File: src/uil_pkg.sv
// Constants and carrier types of the serial port interrupt logic
//
// Contract
// - Five independent source enables, bits 4..0
// - Line status errors raise line interrupt
// - FIFO mode: check bottom character only
// - Line status read clears line interrupt
// - Non-FIFO mode: check buffered character errors
// - FIFO mode: data available at trigger
// - FIFO mode: data available drops below trigger
// - Non-FIFO: data available when buffer full
// - Non-FIFO: buffer read clears data available
// - Time-out only in FIFO mode
// - Time-out after four idle character times
// - FIFO read or flush clears time-out
// - Active time-out: only reads or flushes restart counter
// - Idle time-out: reads or arrivals restart
// - Non-FIFO: empty holding register requests data
// - Non-FIFO: identification read or write clears
// - FIFO mode: request at 32 or fewer
// - FIFO mode: identification read or write clears
// - Modem status bit rising raises interrupt
// - Modem status read clears modem interrupt
// - Enable bit gates its source
// - Trigger field selects 1, 8, 16, 32
// - Control bit 0 selects FIFO mode
// - Enable bit 6 is unit enable
package uil_pkg;
    // ----------------------------------------------------------------
    // Register offsets
    // ----------------------------------------------------------------
    localparam logic [7:0] OFS_DATA = 8'h00;
    localparam logic [7:0] OFS_IER = 8'h04;
    localparam logic [7:0] OFS_IIR = 8'h08;
    localparam logic [7:0] OFS_FCR = 8'h0c;
    localparam logic [7:0] OFS_LSR = 8'h14;
    localparam logic [7:0] OFS_MSR = 8'h18;
    localparam logic [7:0] OFS_CFG = 8'h20;
    // Field positions
    localparam int BIT_RX_AVAILABLE_EN = 0;
    localparam int BIT_TX_REQUEST_EN = 1;
    localparam int BIT_RX_LINE_STATUS_EN = 2;
    localparam int BIT_MODEM_STATUS_EN = 3;
    localparam int BIT_RX_TIMEOUT_EN = 4;
    localparam int BIT_UNIT_ENABLE = 6;
    localparam int BIT_FIFO_MODE = 0;
    localparam int BIT_RX_FLUSH = 1;
    localparam int BIT_TX_FLUSH = 2;
    localparam int BIT_TRIG_LSB = 6;
    // Reset values and masks
    localparam logic [7:0] IER_RESET = 8'h00;
    localparam logic [7:0] IER_MASK = 8'h5f;
    localparam logic [15:0] DIV_RESET = 16'h0001;
    localparam logic [3:0] FRAME_RESET = 4'ha;
    // Identification codes, low nibble
    localparam logic [3:0] IIR_NONE = 4'h1;
    localparam logic [3:0] IIR_LINE = 4'h6;
    localparam logic [3:0] IIR_AVAIL = 4'h4;
    localparam logic [3:0] IIR_TIMEOUT = 4'hc;
    localparam logic [3:0] IIR_TXREQ = 4'h2;
    localparam logic [3:0] IIR_MODEM = 4'h0;
    // Counts
    localparam int FIFO_DEPTH = 64;
    localparam int TX_REQ_LEVEL = 32;
    localparam int TRIG_0 = 1;
    localparam int TRIG_1 = 8;
    localparam int TRIG_2 = 16;
    localparam int TRIG_3 = 32;
    localparam int OVERSAMPLE = 16;
    localparam int TIMEOUT_CHARS = 4;

    typedef struct packed {
        logic fifo_err;
        logic brk;
        logic framing;
        logic parity;
        logic overrun;
    } uil_line_err_t;

    typedef struct packed {
        logic dcd;
        logic ri;
        logic dsr;
        logic cts;
    } uil_modem_t;

    typedef enum {CAUSE_NONE, CAUSE_LINE, CAUSE_AVAIL, CAUSE_TIMEOUT,
                  CAUSE_TXREQ, CAUSE_MODEM} uil_cause_t;
endpackage : uil_pkg

File: src/uil_sticky.sv
// Sticky flag vector where a set beats a clear
`timescale 1ns/1ps
module uil_sticky #(
    parameter int W = 1
) (
    input wire logic pclk,
    input wire logic presetn,
    input wire logic [W-1:0] set,
    input wire logic [W-1:0] clr,
    output logic [W-1:0] q
);
    // Set wins so an event landing on the clear cycle survives
    always_ff @(posedge pclk or negedge presetn) begin
        if (!presetn) begin
            q <= '0;
        end else begin
            q <= (q & ~clr) | set;
        end
    end
endmodule : uil_sticky

File: src/uil_rx_timeout.sv
// Receive character time-out counter
`timescale 1ns/1ps
module uil_rx_timeout (
    input wire logic pclk,
    input wire logic presetn,
    input wire logic en,
    input wire logic nonempty,
    input wire logic push,
    input wire logic pop,
    input wire logic flush,
    input wire logic [15:0] divisor,
    input wire logic [3:0] frame_bits,
    output logic timeout
);
    import uil_pkg::*;

    logic [19:0] pre;
    logic [19:0] bit_len;
    logic [6:0] bits;
    logic [6:0] limit;
    logic restart;

    // Bit time is divisor times oversampling; zero divisor acts as one
    assign bit_len = 20'(divisor == 16'h0000 ? 16'h0001 : divisor) * 20'(OVERSAMPLE);
    assign limit = 7'(TIMEOUT_CHARS) * {3'h0, frame_bits};
    // Arrivals only restart while idle, reads always do
    assign restart = !en || !nonempty || pop || flush || (push && !timeout);

    // Prescaler and elapsed bit counter, frozen once expired
    always_ff @(posedge pclk or negedge presetn) begin
        if (!presetn) begin
            pre <= '0;
            bits <= '0;
        end else if (restart) begin
            pre <= '0;
            bits <= '0;
        end else if (!timeout && bits != limit) begin
            if (pre == bit_len - 20'h00001) begin
                pre <= '0;
                bits <= bits + 7'h01;
            end else begin
                pre <= pre + 20'h00001;
            end
        end
    end

    // Expiry flag, FIFO mode only
    always_ff @(posedge pclk or negedge presetn) begin
        if (!presetn) begin
            timeout <= 1'b0;
        end else if (!en || !nonempty || pop || flush) begin
            timeout <= 1'b0;
        end else if (bits == limit && limit != 7'h00) begin
            timeout <= 1'b1;
        end
    end
endmodule : uil_rx_timeout

File: src/uil_irq_ctrl.sv
// Serial port interrupt logic with APB register access
`timescale 1ns/1ps
module uil_irq_ctrl #(
    parameter int DEPTH = uil_pkg::FIFO_DEPTH,
    parameter int TX_LEVEL = uil_pkg::TX_REQ_LEVEL,
    parameter int CW = $clog2(uil_pkg::FIFO_DEPTH + 1)
) (
    input wire logic pclk,
    input wire logic presetn,
    input wire logic psel,
    input wire logic penable,
    input wire logic pwrite,
    input wire logic [7:0] paddr,
    input wire logic [31:0] pwdata,
    output logic [31:0] prdata,
    output logic pready,
    output logic pslverr,
    input wire logic [7:0] rx_data,
    input wire logic [CW-1:0] rx_count,
    input wire logic rx_push,
    input wire logic rx_bottom_new,
    input wire uil_pkg::uil_line_err_t rx_bottom_err,
    input wire logic [CW-1:0] tx_count,
    input wire logic thr_empty,
    input wire logic tx_idle,
    input wire uil_pkg::uil_modem_t modem,
    output logic rx_pop,
    output logic tx_push,
    output logic [7:0] tx_data,
    output logic rx_flush,
    output logic tx_flush,
    output logic fifo_mode,
    output logic unit_enable,
    output logic irq
);
    import uil_pkg::*;

    // ----------------------------------------------------------------
    // Declarations
    // ----------------------------------------------------------------
    logic [7:0] interrupt_enable;
    logic [1:0] trig_sel;
    logic [15:0] divisor;
    logic [3:0] frame_bits;
    logic access;
    logic setup;
    logic addr_ok;
    logic wr_ier;
    logic wr_fcr;
    logic wr_cfg;
    logic wr_data;
    logic rd_data;
    logic rd_iir;
    logic rd_lsr;
    logic rd_msr;
    logic [31:0] next_prdata;
    logic rx_available_irq_en;
    logic tx_request_irq_en;
    logic rx_line_status_irq_en;
    logic modem_status_irq_en;
    logic rx_timeout_irq_en;
    logic [CW-1:0] trig_level;
    logic avail;
    logic tx_cond;
    logic tx_cond_q;
    logic tx_req;
    logic timeout;
    logic [4:0] line_set;
    logic [4:0] line_clr;
    logic [4:0] line_err;
    logic [3:0] ms_set;
    logic [3:0] ms_clr;
    logic [3:0] ms_delta;
    uil_modem_t modem_q;
    logic p_line;
    logic p_avail;
    logic p_to;
    logic p_tx;
    logic p_modem;
    uil_cause_t cause;
    logic [3:0] iir_code;
    logic [7:0] lsr;
    logic [7:0] msr;

    // ----------------------------------------------------------------
    // APB decode
    // ----------------------------------------------------------------
    // No wait states: read data is captured in the setup cycle
    assign pready = 1'b1;
    assign setup = psel && !penable;
    assign access = psel && penable;
    assign pslverr = access && !addr_ok;

    // Address check and access strobes, all on the access edge
    always_comb begin
        addr_ok = 1'b0;
        case (paddr)
            OFS_DATA, OFS_IER, OFS_IIR, OFS_FCR,
            OFS_LSR, OFS_MSR, OFS_CFG: addr_ok = 1'b1;
            default: addr_ok = 1'b0;
        endcase
    end

    assign wr_ier = access && pwrite && paddr == OFS_IER;
    assign wr_fcr = access && pwrite && paddr == OFS_FCR;
    assign wr_cfg = access && pwrite && paddr == OFS_CFG;
    assign wr_data = access && pwrite && paddr == OFS_DATA;
    assign rd_data = access && !pwrite && paddr == OFS_DATA;
    assign rd_iir = access && !pwrite && paddr == OFS_IIR;
    assign rd_lsr = access && !pwrite && paddr == OFS_LSR;
    assign rd_msr = access && !pwrite && paddr == OFS_MSR;

    // ----------------------------------------------------------------
    // Control registers
    // ----------------------------------------------------------------
    // Bits 7 and 5 are not implemented and read as zero
    always_ff @(posedge pclk or negedge presetn) begin
        if (!presetn) begin
            interrupt_enable <= IER_RESET;
        end else if (wr_ier) begin
            interrupt_enable <= pwdata[7:0] & IER_MASK;
        end
    end

    assign rx_available_irq_en = interrupt_enable[BIT_RX_AVAILABLE_EN];
    assign tx_request_irq_en = interrupt_enable[BIT_TX_REQUEST_EN];
    assign rx_line_status_irq_en = interrupt_enable[BIT_RX_LINE_STATUS_EN];
    assign modem_status_irq_en = interrupt_enable[BIT_MODEM_STATUS_EN];
    assign rx_timeout_irq_en = interrupt_enable[BIT_RX_TIMEOUT_EN];

    // Unit enable is a registered copy of its bit
    always_ff @(posedge pclk or negedge presetn) begin
        if (!presetn) begin
            unit_enable <= 1'b0;
        end else if (wr_ier) begin
            unit_enable <= pwdata[BIT_UNIT_ENABLE];
        end
    end

    // Mode select and trigger field; flush bits are not stored
    always_ff @(posedge pclk or negedge presetn) begin
        if (!presetn) begin
            fifo_mode <= 1'b0;
            trig_sel <= 2'h0;
        end else if (wr_fcr) begin
            fifo_mode <= pwdata[BIT_FIFO_MODE];
            trig_sel <= pwdata[BIT_TRIG_LSB+:2];
        end
    end

    // Character timing configuration
    always_ff @(posedge pclk or negedge presetn) begin
        if (!presetn) begin
            divisor <= DIV_RESET;
            frame_bits <= FRAME_RESET;
        end else if (wr_cfg) begin
            divisor <= pwdata[15:0];
            frame_bits <= pwdata[19:16];
        end
    end

    // Flush pulses are high for the one cycle after the write, then clear themselves
    always_ff @(posedge pclk or negedge presetn) begin
        if (!presetn) begin
            rx_flush <= 1'b0;
            tx_flush <= 1'b0;
        end else begin
            rx_flush <= wr_fcr && pwdata[BIT_RX_FLUSH];
            tx_flush <= wr_fcr && pwdata[BIT_TX_FLUSH];
        end
    end

    // Data path strobes toward the FIFOs or buffer registers
    always_ff @(posedge pclk or negedge presetn) begin
        if (!presetn) begin
            rx_pop <= 1'b0;
            tx_push <= 1'b0;
            tx_data <= 8'h00;
        end else begin
            rx_pop <= rd_data;
            tx_push <= wr_data;
            if (wr_data) begin
                tx_data <= pwdata[7:0];
            end
        end
    end

    // ----------------------------------------------------------------
    // Interrupt sources
    // ----------------------------------------------------------------
    // Errors of the character now at the bottom, or in the buffer
    assign line_set = (unit_enable && rx_bottom_new) ? rx_bottom_err : 5'h00;
    // Only bits that the read actually returned are cleared
    assign line_clr = rd_lsr ? {prdata[7], prdata[4:1]} : 5'h00;

    uil_sticky #(.W(5)) u_line (
        .pclk(pclk),
        .presetn(presetn),
        .set(line_set),
        .clr(line_clr),
        .q(line_err)
    );

    // Trigger level decode
    always_comb begin
        case (trig_sel)
            2'h0: trig_level = CW'(TRIG_0);
            2'h1: trig_level = CW'(TRIG_1);
            2'h2: trig_level = CW'(TRIG_2);
            2'h3: trig_level = CW'(TRIG_3);
            default: trig_level = CW'(TRIG_0);
        endcase
    end

    // Level source: follows the count, so it falls by itself
    assign avail = fifo_mode ? (rx_count >= trig_level)
                             : (rx_count != '0);

    uil_rx_timeout u_timeout (
        .pclk(pclk),
        .presetn(presetn),
        .en(fifo_mode && unit_enable),
        .nonempty(rx_count != '0),
        .push(rx_push),
        .pop(rd_data),
        .flush(wr_fcr && pwdata[BIT_RX_FLUSH]),
        .divisor(divisor),
        .frame_bits(frame_bits),
        .timeout(timeout)
    );

    // Transmit request condition differs by mode
    assign tx_cond = fifo_mode ? (tx_count <= CW'(TX_LEVEL)) : thr_empty;

    always_ff @(posedge pclk or negedge presetn) begin
        if (!presetn) begin
            tx_cond_q <= 1'b0;
        end else begin
            tx_cond_q <= tx_cond;
        end
    end

    // Edge-set, so a read of the identification register silences it
    uil_sticky #(.W(1)) u_txreq (
        .pclk(pclk),
        .presetn(presetn),
        .set(unit_enable && tx_cond && !tx_cond_q),
        .clr(rd_iir || wr_data),
        .q(tx_req)
    );

    // Previous modem levels for rising detection
    always_ff @(posedge pclk or negedge presetn) begin
        if (!presetn) begin
            modem_q <= '0;
        end else begin
            modem_q <= modem;
        end
    end

    assign ms_set = unit_enable ? (modem & ~modem_q) : 4'h0;
    assign ms_clr = rd_msr ? prdata[3:0] : 4'h0;

    uil_sticky #(.W(4)) u_modem (
        .pclk(pclk),
        .presetn(presetn),
        .set(ms_set),
        .clr(ms_clr),
        .q(ms_delta)
    );

    // ----------------------------------------------------------------
    // Gating, priority and request
    // ----------------------------------------------------------------
    assign p_line = rx_line_status_irq_en && line_err != 5'h00;
    assign p_avail = rx_available_irq_en && avail;
    assign p_to = rx_timeout_irq_en && timeout;
    assign p_tx = tx_request_irq_en && tx_req;
    assign p_modem = modem_status_irq_en && ms_delta != 4'h0;

    // Highest priority pending cause shown in identification
    always_comb begin
        if (p_line) begin
            cause = CAUSE_LINE;
        end else if (p_avail) begin
            cause = CAUSE_AVAIL;
        end else if (p_to) begin
            cause = CAUSE_TIMEOUT;
        end else if (p_tx) begin
            cause = CAUSE_TXREQ;
        end else if (p_modem) begin
            cause = CAUSE_MODEM;
        end else begin
            cause = CAUSE_NONE;
        end
        if (!unit_enable) begin
            cause = CAUSE_NONE;
        end
    end

    always_comb begin
        case (cause)
            CAUSE_LINE: iir_code = IIR_LINE;
            CAUSE_AVAIL: iir_code = IIR_AVAIL;
            CAUSE_TIMEOUT: iir_code = IIR_TIMEOUT;
            CAUSE_TXREQ: iir_code = IIR_TXREQ;
            CAUSE_MODEM: iir_code = IIR_MODEM;
            default: iir_code = IIR_NONE;
        endcase
    end

    // One request line, registered to keep it glitch free
    always_ff @(posedge pclk or negedge presetn) begin
        if (!presetn) begin
            irq <= 1'b0;
        end else begin
            irq <= unit_enable && (p_line || p_avail || p_to || p_tx || p_modem);
        end
    end

    // ----------------------------------------------------------------
    // Read data
    // ----------------------------------------------------------------
    assign lsr = {line_err[4], tx_idle, tx_cond, line_err[3:0], rx_count != '0};
    assign msr = {modem, ms_delta};

    always_comb begin
        case (paddr)
            OFS_DATA: next_prdata = {24'h000000, rx_data};
            OFS_IER: next_prdata = {24'h000000, interrupt_enable | {1'b0, unit_enable, 6'h00}};
            OFS_IIR: next_prdata = {24'h000000, fifo_mode, fifo_mode, 2'h0, iir_code};
            OFS_FCR: next_prdata = {24'h000000, trig_sel, 5'h00, fifo_mode};
            OFS_LSR: next_prdata = {24'h000000, lsr};
            OFS_MSR: next_prdata = {24'h000000, msr};
            OFS_CFG: next_prdata = {12'h000, frame_bits, divisor};
            default: next_prdata = 32'h00000000;
        endcase
    end

    // Snapshot at setup holds steady through the access cycle
    always_ff @(posedge pclk or negedge presetn) begin
        if (!presetn) begin
            prdata <= 32'h00000000;
        end else if (setup) begin
            prdata <= pwrite ? 32'h00000000 : next_prdata;
        end
    end
endmodule : uil_irq_ctrl

File: config.mk
export PLATFORM = sky130hd
export DESIGN_NAME = uil_irq_ctrl
export DESIGN_NICKNAME = d
export VERILOG_FILES = /design/src/uil_pkg.sv /design/src/uil_sticky.sv /design/src/uil_rx_timeout.sv /design/src/uil_irq_ctrl.sv
export SDC_FILE = /design/constraint.sdc
export NUM_CORES = 1
export LEC_CHECK = 0
export ABC_AREA = 0
export BUFFER_PORTS_ARGS = -buffer_cell sky130_fd_sc_hd__buf_2
export CAP_MARGIN = 20
export CORE_ASPECT_RATIO = 1.5
export CORE_MARGIN = 4
export CORE_UTILIZATION = 25
export CTS_CLUSTER_DIAMETER = 200
export DETAILED_ROUTE_END_ITERATION = 16
export GPL_TIMING_DRIVEN = 0
export PLACE_DENSITY = 0.49
export SKIP_LAST_GASP = 1
export SYNTH_ARGS = -nofsm -noshare
export SYNTH_HDL_FRONTEND = slang
export SYNTH_HIERARCHICAL = 1
export SYNTH_SLANG_ARGS = --single-unit
File: constraint.sdc
create_clock -name pclk -period 5.9 [get_ports pclk]
set_clock_uncertainty 0.1 [all_clocks]
set_input_delay 0.295 -clock pclk [delete_from_list [all_inputs] [get_ports pclk]]
set_output_delay 0.295 -clock pclk [all_outputs]
set_load 0.005 [all_outputs]
## After elaboration in Yosys (flattened, before gate mapping)

Cells that the tools add are included.

- Add/sub/neg operators: 3
- $lt $le $gt $ge: 2
- Eq/ne operators: 17
- Muxes and demuxes: 26
- Bitwise logic cells: 12
- Reductions and logical operators: 56

Operator list:

| kind | count |
|---|---|
| $pmux 20 s7 | 1 |
| $eq 32x2->1 const B | 2 |
| $eq 32x3->1 const B | 2 |
| $mux 32 | 2 |
| $mux 20 | 3 |
| $eq 32x1->1 const B | 1 |
| $logic_and 1x1->1 | 28 |
| $pmux 7 s4 | 1 |
| $mux 7 | 3 |
| $add 20x1->20 const B | 1 |
| $eq 20x20->1 | 1 |
| $pmux 4 s5 | 1 |
| $sub 20x1->20 const B | 1 |
| $eq 8x4->1 const B | 2 |
| $eq 8x5->1 const B | 2 |
| $logic_not 16->1 | 1 |
| $mux 16 | 1 |
| $mux 3 | 5 |
| $reduce_bool 7->1 | 2 |
| $mux 5 | 2 |
| $logic_or 1x1->1 | 9 |
| $and 4x4->4 | 2 |
| $eq 8x3->1 const B | 1 |
| $eq 8x6->1 const B | 1 |
| 26 further kinds | 41 |

- Register bits after elaboration: 118
- Logic and storage cells: 140

## Longest topological paths before layout

- Depth in word-level cells: 12
- Gate-level depth with buffers: 13
- Depth with buffers taken out: 12

## Hierarchy

The synthesis kept the hierarchy.

Modules (own cells, without submodules):

| module | times used | cells each | area an instance (µm²) | seq. area each (µm²) |
|---|---|---|---|---|
| uil_irq_ctrl | 1 | 330 | 3,548.4 | 1,680.4 |
| uil_rx_timeout | 1 | 257 | 2,222.1 | 700.7 |
| uil_sticky at u_line | 1 | 15 | 181.4 | 125.1 |
| uil_sticky at u_modem | 1 | 12 | 145.1 | 100.1 |
| uil_sticky at u_txreq | 1 | 3 | 36.3 | 25.0 |

## Worst setup path before layout

OpenSTA, ideal clock, no wires.

- Path type: reg2reg
- Start point: register divisor[8]
- End point: register u_timeout.pre[10]
- Setup time: 0.137 ns
- Arrival: 3.571 ns
- Setup slack: 2.092 ns
- Cell stages (with the launch flop): 14
- Cells stage by stage: dfrtp_1 > or4_1 > clkbuf_1 > nor2_1 > a21oi_1 > ha_1 > or4b_1 > or3_1 > nand3_1 > o2111ai_2 > or4_4 > nor4_4 > buf_6 > nor3_1

- Cells in the longest elaborated chain, start to end: 7

RTL lines:

| item | RTL line | text |
|---|---|---|
| start, declared | uil_irq_ctrl.sv:43 | `logic [15:0] divisor;` |
| start signal, assigned | uil_irq_ctrl.sv:157 | `divisor <= pwdata[15:0];` |
| $logic_not 16->1 | uil_rx_timeout.sv:24 | `assign bit_len = 20'(divisor == 16'h0000 ? 16'h0001 : divisor) * 20'(OVERSAMPLE);` |
| $mux 16 * | uil_rx_timeout.sv:24 |  |
| $sub 20x1->20 * | uil_rx_timeout.sv:38 | `if (pre == bit_len - 20'h00001) begin` |
| $eq 20x20->1 * | uil_rx_timeout.sv:38 |  |
| $mux 20 * | uil_rx_timeout.sv:38 |  |
| $mux 20 * | uil_rx_timeout.sv:37 | `end else if (!timeout && bits != limit) begin` |
| $mux 20 * | uil_rx_timeout.sv:34 | `end else if (restart) begin` |
| end signal, assigned | uil_rx_timeout.sv:42 | `pre <= pre + 20'h00001;` |
| end, declared | uil_rx_timeout.sv:17 | `logic [19:0] pre;` |

Every way passes the cells marked *; elsewhere a longest branch is shown, timed or not. The select of a mux whose other input is x is not followed.
A chain may end at the register's enable or synchronous reset.

## Worst setup path in the final report

- Start point: register divisor[5]
- End point: register u_timeout.pre[11]

Same word-level chain as after synthesis.

==> results.yml <==
outcome:
  status: "finished, final reports clean"
synth:
  synth_ff_type: "dfrtp_1"
  synthTopCellsByArea: "dfrtp_1 (42%), mux2_2 (7.2%), nand2_1 (3.1%)"
  postSynthCellCount: 617
  syn_area_um2: 6133
  synth_seq_cells: 105
  ys_types: 68
  yosysTopAreaCell: "dfrtp_1"
  synth_edf_count: 0
  yosysSeqAreaShare: 0.4290
  synth.most_common_cell: "dfrtp_1"
  yosysTopAreaCellShare: 0.4162
  ys_top_cells_by_count: "dfrtp_1 (102), nand2_1 (50), mux2_2 (39)"
  ys_warn_count: 6
  syn_avg_cell_area_um2: 9.941
  synth-async-reset-ratio: 1.000
cts:
  numCtsBuffers: 9
  cts_resized: 0
  clkSinkCount: 105
  clk-insertion-delay-late_ps: 360
  ctsRootBufferMaster: "clkbuf_16"
  cts_setup_buffers: 0
  clk_pin_slew_ps: 70
  clk_path_buf_depth: 2
  cts-htree-levels: 3
  cts_hold_buf: 5
  cts_tree: "built"
floorplanning:
  dieArea_um2: 27160
  rows: 69
  chipWidth_um: 135.9
  start_util: 0.2565
  core-area_um2: 23910
  die_h_um: 199.8
  ios: 129
global_route:
  grt_first_pass_wirelength_um: 30160
  grt_usage: 0.1459
  antenna_found_initial: 0
  grt_max_degree: 62
  grt_overflow_total: 0
  grt_pass1_vias: 5315
worst_setup_path:
  crit_path_cell_trace: "or3_1, clkbuf_1, nor3_1, a21oi_1, ha_1, or4b_1, or3_1, nand3_1, o2111ai_2, or4_4, nor4_4, buf_6, nor3_1"
  start_kind: "register"
  crit_type: "register to register"
  cp_max_fo: 10
  cp_top_family: "simple AND/OR/NAND/NOR gates"
  critPathBufInv: 2
  crit_path_end_kind: "register"
  slowest_stage: "or4_4"
  cpPeakStageDelay_ps: 620
  crit_required_ps: 6010
  worst-endpoint-arrival_ps: 4710
timing:
  timing.fmax_mhz: 217.7
  fin_crit_sh: 0.7786
  finalMaxSlewViolations: 0
  hold_viol: 0
  relSlewSlack: 0.3521
  period_needed_ps: 4594
  timing.setup.tns_ps: 0
  tightest_slew_ps: 947.4
  holdWs_ps: 71.52
  setup_violations: 0
  grt_setup_unrepaired: "no"
placed_design:
  place_congestion: 0.8713
  io_buffers: 103
  dp_hpwl_um: 15770
drt:
  wirelength_um: 19700
  drtIter0Drc: 275
  vias_per_cell: 4.930
  routed-via-count: 5280
  ant_nets: 0
  drcViolationCount: 0
  avgRoutedWirePerCell_um: 18.39
  firstDrtPassIters: 6
power:
  power_density_nw_per_um2: 203.3
  leakage_nw: 3.318
  vdd_drop_max_mv: 0.1227
  power_mw: 1.514
layout:
  fin_nets: 836
  fillers: 2543
  insertedDiodeCount: 0
  areaGrowthSynthToFinish_pct: 21.44
  fin_util: 0.3115
  drive_gt1_frac: 0.2620
run:
  max_cap_violations: 0
hold_path:
  hold_class: "input port to register"
[placed cells by master (no fill, tap or decap), types with 17 or more instances in the layout]
cell,count
clkbuf_1,17
xor2_1,18
buf_2,108
nor2_1,34
inv_1,28
mux2_2,39
xnor2_1,20
nand2_1,50
nand3_1,21
dfrtp_1,102
nor3_1,32
[state kept, by name, indices dropped and copies added (netlist names), 2 cells and up]
register / cells
interrupt_enable: 5
prdata: 20
divisor: 16
u_line/q: 5
frame_bits: 4
trig_sel: 2
u_timeout/pre: 20
modem_q: 4
u_timeout/bits: 7
u_modem/q: 4
tx_data: 8
[cells by family (layout without fill, tap and decap cells)]
kind of cell             count (synthesis)  in the layout  share of synthesized area
AO/OA/AOI/OAI                          105            105                     0.1281
XOR/XNOR                                38             38                    0.05426
adder cells (fa/ha/maj)                  8              8                    0.01632
buffers and inverters                   64            188                    0.05079
flip-flops                             105            105                     0.4290
multiplexers                            47             47                    0.08466
other                                    2             13                   0.001224
AND/OR/NAND/NOR                        248            248                     0.2356
[stage by stage]
stage,instances,setup WS (ps),area [um^2]
2_1_floorplan,628,2092,6175
3_3_place_gp,1050,1349,7089
3_5_place_dp,1051,1300,7119
4_1_cts,1071,1291,7448
5_1_grt,1071,1036,7448
6_report,1071,1306,7448
[worst paths after layout]
kind / cells after the start / startpoint / slack [ps] / end
setup / recovery: 13 / divisor[5] / 1310 / u_timeout/pre[11]
hold / removal: 2 / pwdata[8] / 70 / divisor[8]
setup reg to reg: 13 / divisor[5] / 1310 / u_timeout/pre[11]
hold reg to reg: 1 / u_txreq/q / 380 / u_txreq/q
max in group asynchronous: 3 / presetn / 4430 / frame_bits[3]
min in group asynchronous: 2 / presetn / 490 / tx_cond_q
[worst reg2reg max path, delay by kind of cell, from the launching register on]
family / cells / cell delay [ps]
AOI/OAI and AO/OA: 2 / 520
adders and majority gates: 1 / 270
buffers and inverters: 2 / 570
DFF: 1 / 520
and+or+nand+nor: 8 / 2490
[cell type report]
type / instances / area [um^2] / share of cell area
multi-input combinational: 459 / 3232 / 0.4339
sequential: 105 / 2631 / 0.3533
timing repair buffer: 109 / 595.6 / 0.07996
tap: 319 / 399.1 / 0.05359
clock buffer: 12 / 236.5 / 0.03175
buffer: 35 / 202.7 / 0.02721
inverter: 29 / 108.9 / 0.01461
clock inverter: 3 / 42.54 / 0.005711
[power by group]
part / internal, mW / total (mW) / switching, mW
clock network: 0.327 / 0.599 / 0.272
registers: 0.726 / 0.731 / 0.00579
logic: 0.0702 / 0.184 / 0.114
[routing by layer]
metal / vias to the layer above / track usage / wire, um
met5: - / 0 / 0
met4: 0 / 0.06761 / 818
met3: 42 / 0.02407 / 795
met2: 160 / 0.2882 / 11040
met1: 2587 / 0.1467 / 7044
li1: 2491 / - / -
No activity file was read; power rests on OpenSTA's default activity.
